$ cat src/logic/psrs_pkg.sv
//
// Contract
// - input status byte: global, read-only, resets zero
// - bit7 input OV fault, bit6 OV warning
// - bit5 input UV warning, bit4 UV fault
// - temperature status byte per page, resets zero
// - bit7 over-temperature fault, bit6 its warning
// - bit5 under-temperature warning, bit4 its fault
// - comm/logic error byte: global, read-only, zero
// - bit7 on invalid or unsupported command
// - bit6 on invalid or unsupported data
// - bit5 on packet error
// - bit1 on write to read-only, other faults
// - vendor monitor byte: global, read-only, zero
// - bit6 on single-wire link error
// - bit5 when aux voltage 10% below UV
// - bit4 when aux voltage 10% above OV
// - bit3 on external clock sync loss
// - bit1 when aux voltage below UV limit
// - bit0 when aux voltage above OV limit
// - input voltage reading, global, two-byte Linear-11
// - summary "other" bit on any status bit
// - summary temperature bit on any temperature bit
//
package psrs_pkg;

    // ------------------------------------------------------------
    // command codes
    // ------------------------------------------------------------
    localparam logic [7:0] PSRS_CMD_INPUT = 8'h7C;
    localparam logic [7:0] PSRS_CMD_TEMP  = 8'h7D;
    localparam logic [7:0] PSRS_CMD_CML   = 8'h7E;
    localparam logic [7:0] PSRS_CMD_MFR   = 8'h80;
    localparam logic [7:0] PSRS_CMD_VIN   = 8'h88;

    // ------------------------------------------------------------
    // bit positions and reset values
    // ------------------------------------------------------------
    localparam int PSRS_B_HI_FAULT   = 7;   // ov / overtemperature_fault
    localparam int PSRS_B_HI_WARN    = 6;   // ov / overtemperature_warning
    localparam int PSRS_B_LO_WARN    = 5;   // uv / undertemperature_warning
    localparam int PSRS_B_LO_FAULT   = 4;   // uv / undertemperature_fault
    localparam int PSRS_B_CML_CMD    = 7;
    localparam int PSRS_B_CML_DATA   = 6;
    localparam int PSRS_B_CML_PEC    = 5;
    localparam int PSRS_B_CML_OTHER  = 1;
    localparam int PSRS_B_MFR_LINK   = 6;
    localparam int PSRS_B_MFR_UVWARN = 5;
    localparam int PSRS_B_MFR_OVWARN = 4;
    localparam int PSRS_B_MFR_SYNC   = 3;
    localparam int PSRS_B_MFR_UVFLT  = 1;
    localparam int PSRS_B_MFR_OVFLT  = 0;
    localparam int PSRS_B_SUM_OTHER  = 9;   // summary word
    localparam int PSRS_B_SUM_TEMP   = 2;   // summary byte
    localparam int PSRS_EXP_LSB      = 11;  // linear-11 exponent
    localparam logic [7:0]  PSRS_RST_BYTE = 8'h00;
    localparam logic [15:0] PSRS_RST_WORD = 16'h0000;
    // implemented-bit masks: all other bits stay zero
    localparam logic [7:0]  PSRS_MASK_INT = 8'hF0;
    localparam logic [7:0]  PSRS_MASK_CML = 8'hE2;
    localparam logic [7:0]  PSRS_MASK_MFR = 8'h7B;
    localparam int          PSRS_PAGES    = 2;
    localparam logic [1:0]  PSRS_LEN_ONE  = 2'h1;
    localparam logic [1:0]  PSRS_LEN_TWO  = 2'h2;
    localparam logic [4:0]  PSRS_WARN_NUM_LO = 5'h09;  // 90 % of uv limit
    localparam logic [4:0]  PSRS_WARN_NUM_HI = 5'h0B;  // 110 % of ov limit
    localparam logic [4:0]  PSRS_WARN_DEN    = 5'h0A;

    // ------------------------------------------------------------
    // carrier types
    // ------------------------------------------------------------
    typedef struct packed {
        logic hi_fault;
        logic hi_warn;
        logic lo_warn;
        logic lo_fault;
    } psrs_lim_evt_t;

    typedef struct packed {
        logic bad_cmd;
        logic bad_data;
        logic pec_err;
        logic other;
    } psrs_comm_evt_t;

    typedef struct packed {
        logic        valid;
        logic        write;
        logic [7:0]  code;
        logic        page;
    } psrs_cmd_t;

    typedef struct packed {
        logic        valid;
        logic        hit;
        logic        err;
        logic [1:0]  len;
        logic [15:0] data;
    } psrs_rsp_t;

endpackage : psrs_pkg

$ cat src/logic/psrs_status.sv
module psrs_status
    import psrs_pkg::*;
(
    input  wire logic           clk,           // device clock, 125 MHz
    input  wire logic           rst_n,         // synchronous reset, low
    input  wire psrs_cmd_t      cmd,           // command from bus engine
    output psrs_rsp_t           rsp_q,         // answer, one cycle later
    input  wire logic           clr_faults,    // clear-all-faults pulse
    input  wire psrs_lim_evt_t  vin_evt,       // input voltage events
    input  wire psrs_lim_evt_t  temp_evt [PSRS_PAGES], // per-page temp events
    input  wire psrs_comm_evt_t comm_evt,      // bus engine error events
    input  wire logic           link_err,      // single-wire link error
    input  wire logic           sync_lost,     // external clock sync lost
    input  wire logic [15:0]    aux_volt,      // aux monitor reading
    input  wire logic [15:0]    aux_uv_lim,    // aux undervoltage limit
    input  wire logic [15:0]    aux_ov_lim,    // aux overvoltage limit
    input  wire logic           vin_strobe,    // new input voltage sample
    input  wire logic [4:0]     vin_exp,       // signed exponent
    input  wire logic [10:0]    vin_mant,      // signed mantissa
    input  wire logic           other_any,     // other status bytes nonzero
    output logic                sum_other_q,   // summary word bit 9
    output logic [PSRS_PAGES-1:0] sum_temp_q   // summary byte bit 2, per page
);

    // ------------------------------------------------------------
    // event mapping
    // ------------------------------------------------------------
    // all event inputs come from logic on this clock, so no synchronisers
    wire logic [7:0] in_set;
    wire logic [7:0] tp_set [PSRS_PAGES];
    wire logic [7:0] cml_set;
    wire logic [7:0] mfr_set;
    wire logic       is_ours;
    wire logic       wr_ro;

    assign in_set = {vin_evt, 4'h0};

    assign is_ours = (cmd.code == PSRS_CMD_INPUT) || (cmd.code == PSRS_CMD_TEMP)
                  || (cmd.code == PSRS_CMD_CML) || (cmd.code == PSRS_CMD_MFR)
                  || (cmd.code == PSRS_CMD_VIN);
    // a write to any of these read-only commands is a comm fault
    assign wr_ro = cmd.valid && cmd.write && is_ours;

    assign cml_set = {comm_evt.bad_cmd,
                      comm_evt.bad_data,
                      comm_evt.pec_err,
                      3'h0,
                      comm_evt.other || wr_ro,
                      1'b0};

    // ------------------------------------------------------------
    // aux monitor comparisons
    // ------------------------------------------------------------
    // warnings compare aux*10 against lim*9 or lim*11: exact, no divider
    wire logic [20:0] aux_x10;
    wire logic [20:0] uv_x9;
    wire logic [20:0] ov_x11;
    wire logic        aux_uv_flt;
    wire logic        aux_ov_flt;
    wire logic        aux_uv_wrn;
    wire logic        aux_ov_wrn;

    assign aux_x10    = 21'(aux_volt) * 21'(PSRS_WARN_DEN);
    assign uv_x9      = 21'(aux_uv_lim) * 21'(PSRS_WARN_NUM_LO);
    assign ov_x11     = 21'(aux_ov_lim) * 21'(PSRS_WARN_NUM_HI);
    assign aux_uv_flt = aux_volt < aux_uv_lim;
    assign aux_ov_flt = aux_volt > aux_ov_lim;
    assign aux_uv_wrn = aux_x10 < uv_x9;
    assign aux_ov_wrn = aux_x10 > ov_x11;

    assign mfr_set = {1'b0, link_err,
                      aux_uv_wrn, aux_ov_wrn,
                      sync_lost,
                      1'b0, aux_uv_flt, aux_ov_flt};

    // ------------------------------------------------------------
    // status bytes
    // ------------------------------------------------------------
    wire logic [7:0] in_q;
    wire logic [7:0] tp_q [PSRS_PAGES];
    wire logic [7:0] cml_q;
    wire logic [7:0] mfr_q;

    // global input byte
    psrs_sticky #(.MASK(PSRS_MASK_INT)) u_input (
        .clk   (clk),
        .rst_n (rst_n),
        .set   (in_set),
        .clr   (clr_faults),
        .q     (in_q)
    );

    // one temperature byte per page
    genvar p;
    generate
        for (p = 0; p < PSRS_PAGES; p++)
        begin : g_page
            assign tp_set[p] = {temp_evt[p], 4'h0};
            psrs_sticky #(.MASK(PSRS_MASK_INT)) u_temp (
                .clk   (clk),
                .rst_n (rst_n),
                .set   (tp_set[p]),
                .clr   (clr_faults),
                .q     (tp_q[p])
            );
        end
    endgenerate

    // global comm/logic byte
    psrs_sticky #(.MASK(PSRS_MASK_CML)) u_cml (
        .clk   (clk),
        .rst_n (rst_n),
        .set   (cml_set),
        .clr   (clr_faults),
        .q     (cml_q)
    );

    // global vendor monitor byte
    psrs_sticky #(.MASK(PSRS_MASK_MFR)) u_mfr (
        .clk   (clk),
        .rst_n (rst_n),
        .set   (mfr_set),
        .clr   (clr_faults),
        .q     (mfr_q)
    );

    // ------------------------------------------------------------
    // input voltage reading
    // ------------------------------------------------------------
    logic [15:0] vin_q;
    logic [15:0] vin_d;

    // exponent on top, mantissa below; held between samples
    assign vin_d = vin_strobe ? {vin_exp, vin_mant} : vin_q;

    always_ff @(posedge clk)
    begin
        if (!rst_n)
            vin_q <= PSRS_RST_WORD;
        else
            vin_q <= vin_d;
    end

    // ------------------------------------------------------------
    // read answer
    // ------------------------------------------------------------
    // page is only meaningful for the temperature byte; the rest are global
    wire logic [7:0]  tp_sel;
    wire psrs_rsp_t   rsp_d;
    wire logic        rd;

    assign tp_sel = tp_q[cmd.page];
    assign rd     = cmd.valid && !cmd.write;

    assign rsp_d.valid = cmd.valid;
    assign rsp_d.hit   = is_ours;
    assign rsp_d.err   = cmd.valid && (cmd.write || !is_ours);
    assign rsp_d.len   = !rd || !is_ours ? 2'h0
                       : (cmd.code == PSRS_CMD_VIN) ? PSRS_LEN_TWO : PSRS_LEN_ONE;
    assign rsp_d.data  = !rd                        ? PSRS_RST_WORD
                       : (cmd.code == PSRS_CMD_INPUT) ? {8'h00, in_q}
                       : (cmd.code == PSRS_CMD_TEMP)  ? {8'h00, tp_sel}
                       : (cmd.code == PSRS_CMD_CML)   ? {8'h00, cml_q}
                       : (cmd.code == PSRS_CMD_MFR)   ? {8'h00, mfr_q}
                       : (cmd.code == PSRS_CMD_VIN)   ? vin_q
                       : PSRS_RST_WORD;

    always_ff @(posedge clk)
    begin
        if (!rst_n)
            rsp_q <= '0;
        else
            rsp_q <= rsp_d;
    end

    // ------------------------------------------------------------
    // summary bits
    // ------------------------------------------------------------
    wire logic                  any_tp;
    wire logic [PSRS_PAGES-1:0] tp_any;

    generate
        for (p = 0; p < PSRS_PAGES; p++)
        begin : g_sum
            assign tp_any[p] = |tp_q[p];
        end
    endgenerate
    assign any_tp = |tp_any;

    // summary bits lag the status bytes by one clock
    always_ff @(posedge clk)
    begin
        if (!rst_n)
        begin
            sum_other_q <= 1'b0;
            sum_temp_q  <= '0;
        end
        else
        begin
            sum_other_q <= (|in_q) || any_tp || (|cml_q) || (|mfr_q) || other_any;
            sum_temp_q  <= tp_any;
        end
    end
endmodule : psrs_status

$ cat src/logic/psrs_sticky.sv
// sticky flag byte: set wins over clear, unmapped bits held at zero
module psrs_sticky
    import psrs_pkg::*;
#(
    parameter logic [7:0] MASK = 8'hFF  // implemented bits
)(
    input  wire logic       clk,    // device clock
    input  wire logic       rst_n,  // synchronous reset, low
    input  wire logic [7:0] set,    // event pulses or levels
    input  wire logic       clr,    // clear-all pulse
    output logic      [7:0] q       // sticky status
);

    // ------------------------------------------------------------
    // one flag per bit
    // ------------------------------------------------------------
    wire logic [7:0] q_d;  // next flag values

    genvar i;
    generate
        for (i = 0; i < 8; i++)
        begin : g_bit
            // set beats clear so an event in the clearing cycle survives;
            // an unmapped bit can never set, so it reads zero
            assign q_d[i] = MASK[i] && (set[i] || (q[i] && !clr));
        end
    endgenerate

    // one register for the whole byte keeps every bit on a single driver
    always_ff @(posedge clk)
    begin
        if (!rst_n)
            q <= PSRS_RST_BYTE;
        else
            q <= q_d;
    end

endmodule : psrs_sticky

$ cat config.mk
export PLATFORM = sky130hd
export DESIGN_NAME = psrs_status
export DESIGN_NICKNAME = d
export VERILOG_FILES = /design/src/logic/psrs_pkg.sv /design/src/logic/psrs_status.sv /design/src/logic/psrs_sticky.sv
export SDC_FILE = /design/constraint.sdc
export NUM_CORES = 1
export LEC_CHECK = 0
export BUFFER_PORTS_ARGS = -buffer_cell sky130_fd_sc_hd__buf_4
export CAP_MARGIN = 40
export CORE_MARGIN = 10
export CORE_UTILIZATION = 34
export CTS_CLUSTER_DIAMETER = 100
export CTS_CLUSTER_SIZE = 16
export DETAILED_ROUTE_END_ITERATION = 6
export GPL_ROUTABILITY_DRIVEN = 0
export SYNTH_ARGS = -nofsm -noshare
export SYNTH_HDL_FRONTEND = slang
export SYNTH_SLANG_ARGS = --single-unit
$ cat constraint.sdc
create_clock -name clk -period 5.6 [get_ports clk]
set_input_delay 0.84 -clock clk [delete_from_list [all_inputs] [get_ports clk]]
set_output_delay 0.84 -clock clk [all_outputs]
set_load 0.02 [all_outputs]
### Yosys cells after proc, flatten, opt, wreduce, memory -nomap -nowiden

Index checks and enable logic that the tools add are counted.
Widths: inputs -> output; s select.

* $mul: 3
* bitwise gates (word level): 4
* mux-type cells: 9
* eq/ne operators: 5
* reductions and logical operators: 72
* order comparisons: 5

Operators by type and width (number)
* $mux 8: 8
* $mul 16x4->20 const B: 2
* $reduce_or 8->1: 5
* $logic_or 1x1->1: 33
* $logic_and 1x1->1: 26
* $eq 8x7->1 const B: 3
* $gt 20x20->1: 1
* $lt 20x20->1: 1
* $mul 16x3->19 const B: 1
* $eq 8x8->1 const B: 2
* $gt 16x16->1: 1
* $lt 16x16->1: 1
* $reduce_or 16->1: 1
* $reduce_or 7->1: 1
* $logic_not 1->1: 4
* $not 1->1: 3
* $ge 2x2->1 const B: 1
* $mux 2: 1
* $not 1->2: 1
* $reduce_and 2->1: 1
* $reduce_or 2->1: 1

* output and inout bits: 24
* word-level logic and storage cells: 117
* register bits after elaboration: 80
* input port bits: 98

### Longest topological paths before layout

* word-level depth: 8
* depth in mapped cells: 18
* depth with buffers taken out: 18

### By module

A second synthesis with hierarchy kept.

* cell total of the unflattened synthesis: 878
* area, all modules: 7347.0 sq um

By module, submodules not included
* psrs_status: cells an instance 789, instances 1, area an instance 6449.9 sq um, seq. area each 800.8 sq um
* psrs_sticky (g_page[0].u_temp ...): cells an instance 17, instances 4, area an instance 168.9 sq um, seq. area each 80.1 sq um
* psrs_sticky (u_mfr): cells an instance 21, instances 1, area an instance 221.5 sq um, seq. area each 120.1 sq um

### Least setup slack after synthesis

No wires, ideal clock.

* path kind: input-to-reg
* from: input aux_ov_lim[3]
* to: register u_mfr.q[4]
* stages on the path: 18
* library setup time: 95 ps
* arrival time: 4390 ps
* required time: 5505 ps
* setup slack: 1115 ps
* buffers on the path: 0
* path through: ha_1 inv_1 fa_1 inv_1 ha_1 o21a_1 o21ai_1 o31ai_2 nor3b_2 nor2_1 a311o_2 xnor2_1 ha_1 nand4_1 nor4_1 o21ai_0 o2111a_1 a221oi_1

* word-level cells in the longest chain between the ends: 3

RTL lines
* from (decl): RTL line psrs_status.sv:16 `input wire logic [15:0] aux_ov_lim,`
* $mul 16x4->20: RTL line psrs_status.sv:65 `assign ov_x11 = 21'(aux_ov_lim) * 21'(PSRS_WARN_NUM_HI);`
* $gt 20x20->1: RTL line psrs_status.sv:69 `assign aux_ov_wrn = aux_x10 > ov_x11;`
* $logic_or 1x1->1: RTL line psrs_sticky.sv:25 `assign q_d[i] = MASK[i] && (set[i] || (q[i] && !clr));`
* to (signal assigned): RTL line psrs_sticky.sv:35 `q <= q_d;`
* to (decl): RTL line psrs_sticky.sv:11 `output logic [7:0] q`

No other way between the ends.
A chain may end at the register's enable or synchronous reset.

### Final worst setup path

Same ends and word-level chain as after synthesis.

==> results.json <==
{
  "syn_avg_cell_area_um2": 8.46,
  "viasPerCell": 4.91,
  "drv_cap": 0,
  "area_growth_pct": 23.1,
  "ys_warn_count": 0,
  "finalSetupViolations": 0,
  "synthArstFlopShare_pct": 0,
  "dp_cells": 1164,
  "hp-class": "flop to flop",
  "finalMaxSlewViolations": 0,
  "finalHoldViolations": 0,
  "worst-r2r-cell-count": 3,
  "core_um2": 19400,
  "yosys-top-cells-count": "ha_1 (158), inv_1 (100), nor2_1 (76)",
  "status": "finished clean",
  "grt_pass1_wl_mm": 28.7,
  "ioPinCount": 122,
  "yosys.cell_types.count": 59,
  "p_leak_nw": 4.17,
  "final_nets": 1181,
  "yosys_register_bits": 62,
  "cts_resized": 0,
  "htree_num_levels": 3,
  "netlist.area_leader.share_pct": 29.6,
  "clk_path_buf_depth": 2,
  "instances_no_fill": 1180,
  "grt.overflow.total": 0,
  "drt-wirelength-per-cell_um": 15.1,
  "grt_start_max_net_pins": 41,
  "fin_crit_ns": 4.56,
  "cts_buffers": 9,
  "die-area_um2": 25700,
  "clock-sinks": 62,
  "setup_ws_ns": 1.04,
  "power_mw": 2.07,
  "cts_setup_buffers": 0,
  "syn-num-nets": 1061,
  "hpwlAfterDp_mm": 15.3,
  "initial_core_util_pct": 34.4,
  "cts_hold_buffers": 0,
  "rows": 51,
  "dr.pass1.iters": 4,
  "route.detailed.drc": 0,
  "synth_area_leaders": "ha_1 (30%), dfxtp_1 (19%), inv_1 (5.6%)",
  "io_buffer_count": 121,
  "p_per_area_nw_per_um2": 251,
  "final_core_util_pct": 42.4,
  "tightest_slew_ns": 0.656,
  "holdPathStages": 1,
  "antenna_found_initial": 0,
  "die_h_um": 160,
  "rsz0062_at_grt": "false",
  "synthCells": 790,
  "grt_use_total_pct": 13.6,
  "path_clk_slew_ns": 0.06,
  "max_slew_margin_pct": 56.2,
  "setup_tns_ns": 0,
  "critPathRequiredTime_ns": 5.84,
  "period_share_pct": 81.5,
  "seq_area_frac_synth_pct": 18.6,
  "diodes": 0,
  "crit_arrival_ns": 4.80,
  "ys.flop_type": "dfxtp_1",
  "place_ws_ns": 0.642,
  "cts_tree": "built",
  "yosysMostFrequentCell": "ha_1",
  "ff2ff_setup_slack_ns": 4.18,
  "cp-end-kind": "flop",
  "synth-edff-count": 0,
  "worst_clock_skew_ns": 0.00616,
  "drive_above_1_share_pct": 16.8,
  "clock_latency_ns": 0.33,
  "die_x_um": 160,
  "drtIter0Drc": 186,
  "ant_nets": 0,
  "yosys.area.top_type": "ha_1",
  "peakVddDrop_mv": 0.103,
  "synthesis.area_um2": 6680,
  "worstSetupPathType": "input port to flop",
  "via_count": 5790,
  "cts_root_buffer": "clkbuf_16",
  "grt_pass1_vias": 5647,
  "fmax_ghz": 0.219,
  "path_max_fanout": 4,
  "totalWireLength_mm": 17.8,
  "start_kind": "input port"
}
[worst paths after layout]
check | from | to
max reg2reg | u_mfr.q[4]$_SDFF_PN0_ | u_mfr.q[4]$_SDFF_PN0_
min | vin_q[9]$_SDFFE_PN0P_ | rsp_q[9]$_SDFF_PP0_
min reg2reg | vin_q[9]$_SDFFE_PN0P_ | rsp_q[9]$_SDFF_PP0_
max | aux_ov_lim[3] | u_mfr.q[4]$_SDFF_PN0_
[power by group]
part | switching (mW) | internal, mW | total (mW)
clock network | 0.202 | 0.436 | 0.638
registers | 0.0171 | 0.466 | 0.483
logic | 0.507 | 0.436 | 0.944
total | 0.727 | 1.34 | 2.07
[critical path: stages]
cell and delay (ns):
buf_4 0.13, ha_1 0.27, inv_1 0.05, fa_1 0.50
inv_1 0.04, ha_1 0.33, o21a_1 0.19, o21ai_1 0.18
o31ai_2 0.11, nor3b_2 0.18, nor2_1 0.08, a311o_2 0.40
xnor2_1 0.13, ha_1 0.28, nand4_1 0.14, nor4_1 0.37
o21ai_0 0.16, o2111a_1 0.14, a221oi_1 0.28
[through the flow]
step	cell area, um2	hold slack [ns]
detailed placement	7880	0.442
global placement	7880	0.435
finish	8230	0.452
floorplan	6680	0.429
global route	8230	0.467
CTS	8230	0.455
[metal layers]
layer | vias up | global-route usage, % | share of wire, %
met5 | - | 0 | 0
met1 | 2585 | 17.9 | 48
li1 | 3047 | - | -
met2 | 147 | 22.4 | 45
met4 | 0 | 2.84 | 0.93
met3 | 11 | 3.03 | 5.1
[cell usage in the layout, fill, tap and decap left out, types with 4 or more instances in the layout]
cell / count
dfxtp_1: 62
nand2_1: 32
clkbuf_16: 9
o41ai_1: 4
xor2_1: 14
o22ai_1: 6
a2111oi_0: 4
o21a_1: 10
mux2i_1: 21
nor3_1: 6
nand3_1: 9
nor2_1: 76
nand4_1: 11
ha_1: 158
inv_1: 100
o21ai_0: 22
nor4_1: 10
xnor2_1: 22
a31oi_1: 6
nor2b_1: 12
fa_1: 15
a21oi_1: 73
a211oi_1: 7
a21o_1: 22
nand2b_1: 9
buf_4: 122
and2_1: 10
o21ai_1: 9
[state kept, by name (all words and copies together), names as in the netlist]
name and flops:
rsp_q 21, u_input.q 4, vin_q 16, sum_other_q 1
sum_temp_q 2, u_mfr.q 6, g_page.u_temp.q 8, u_cml.q 4
[cell type report]
class | count | area, um2
Inverter | 100 | 375
Clock inverter | 7 | 121
Timing Repair Buffer | 122 | 916
Multi-Input combinational cell | 615 | 5020
Tap cell | 265 | 332
Fill cell | 2028 | 11200
Clock buffer | 9 | 225
Sequential cell | 62 | 1240
[cells by family after synthesis]
logic type,share of synthesized area (%)
XOR/XNOR,4.72
AND/OR/NAND/NOR,13.7
adder cells (fa/ha/maj),34.1
AO/OA/AOI/OAI,18.9
buffers and inverters,6.37
flip-flops,18.6
multiplexers,3.65
No activity file was read; power rests on OpenSTA's default activity.
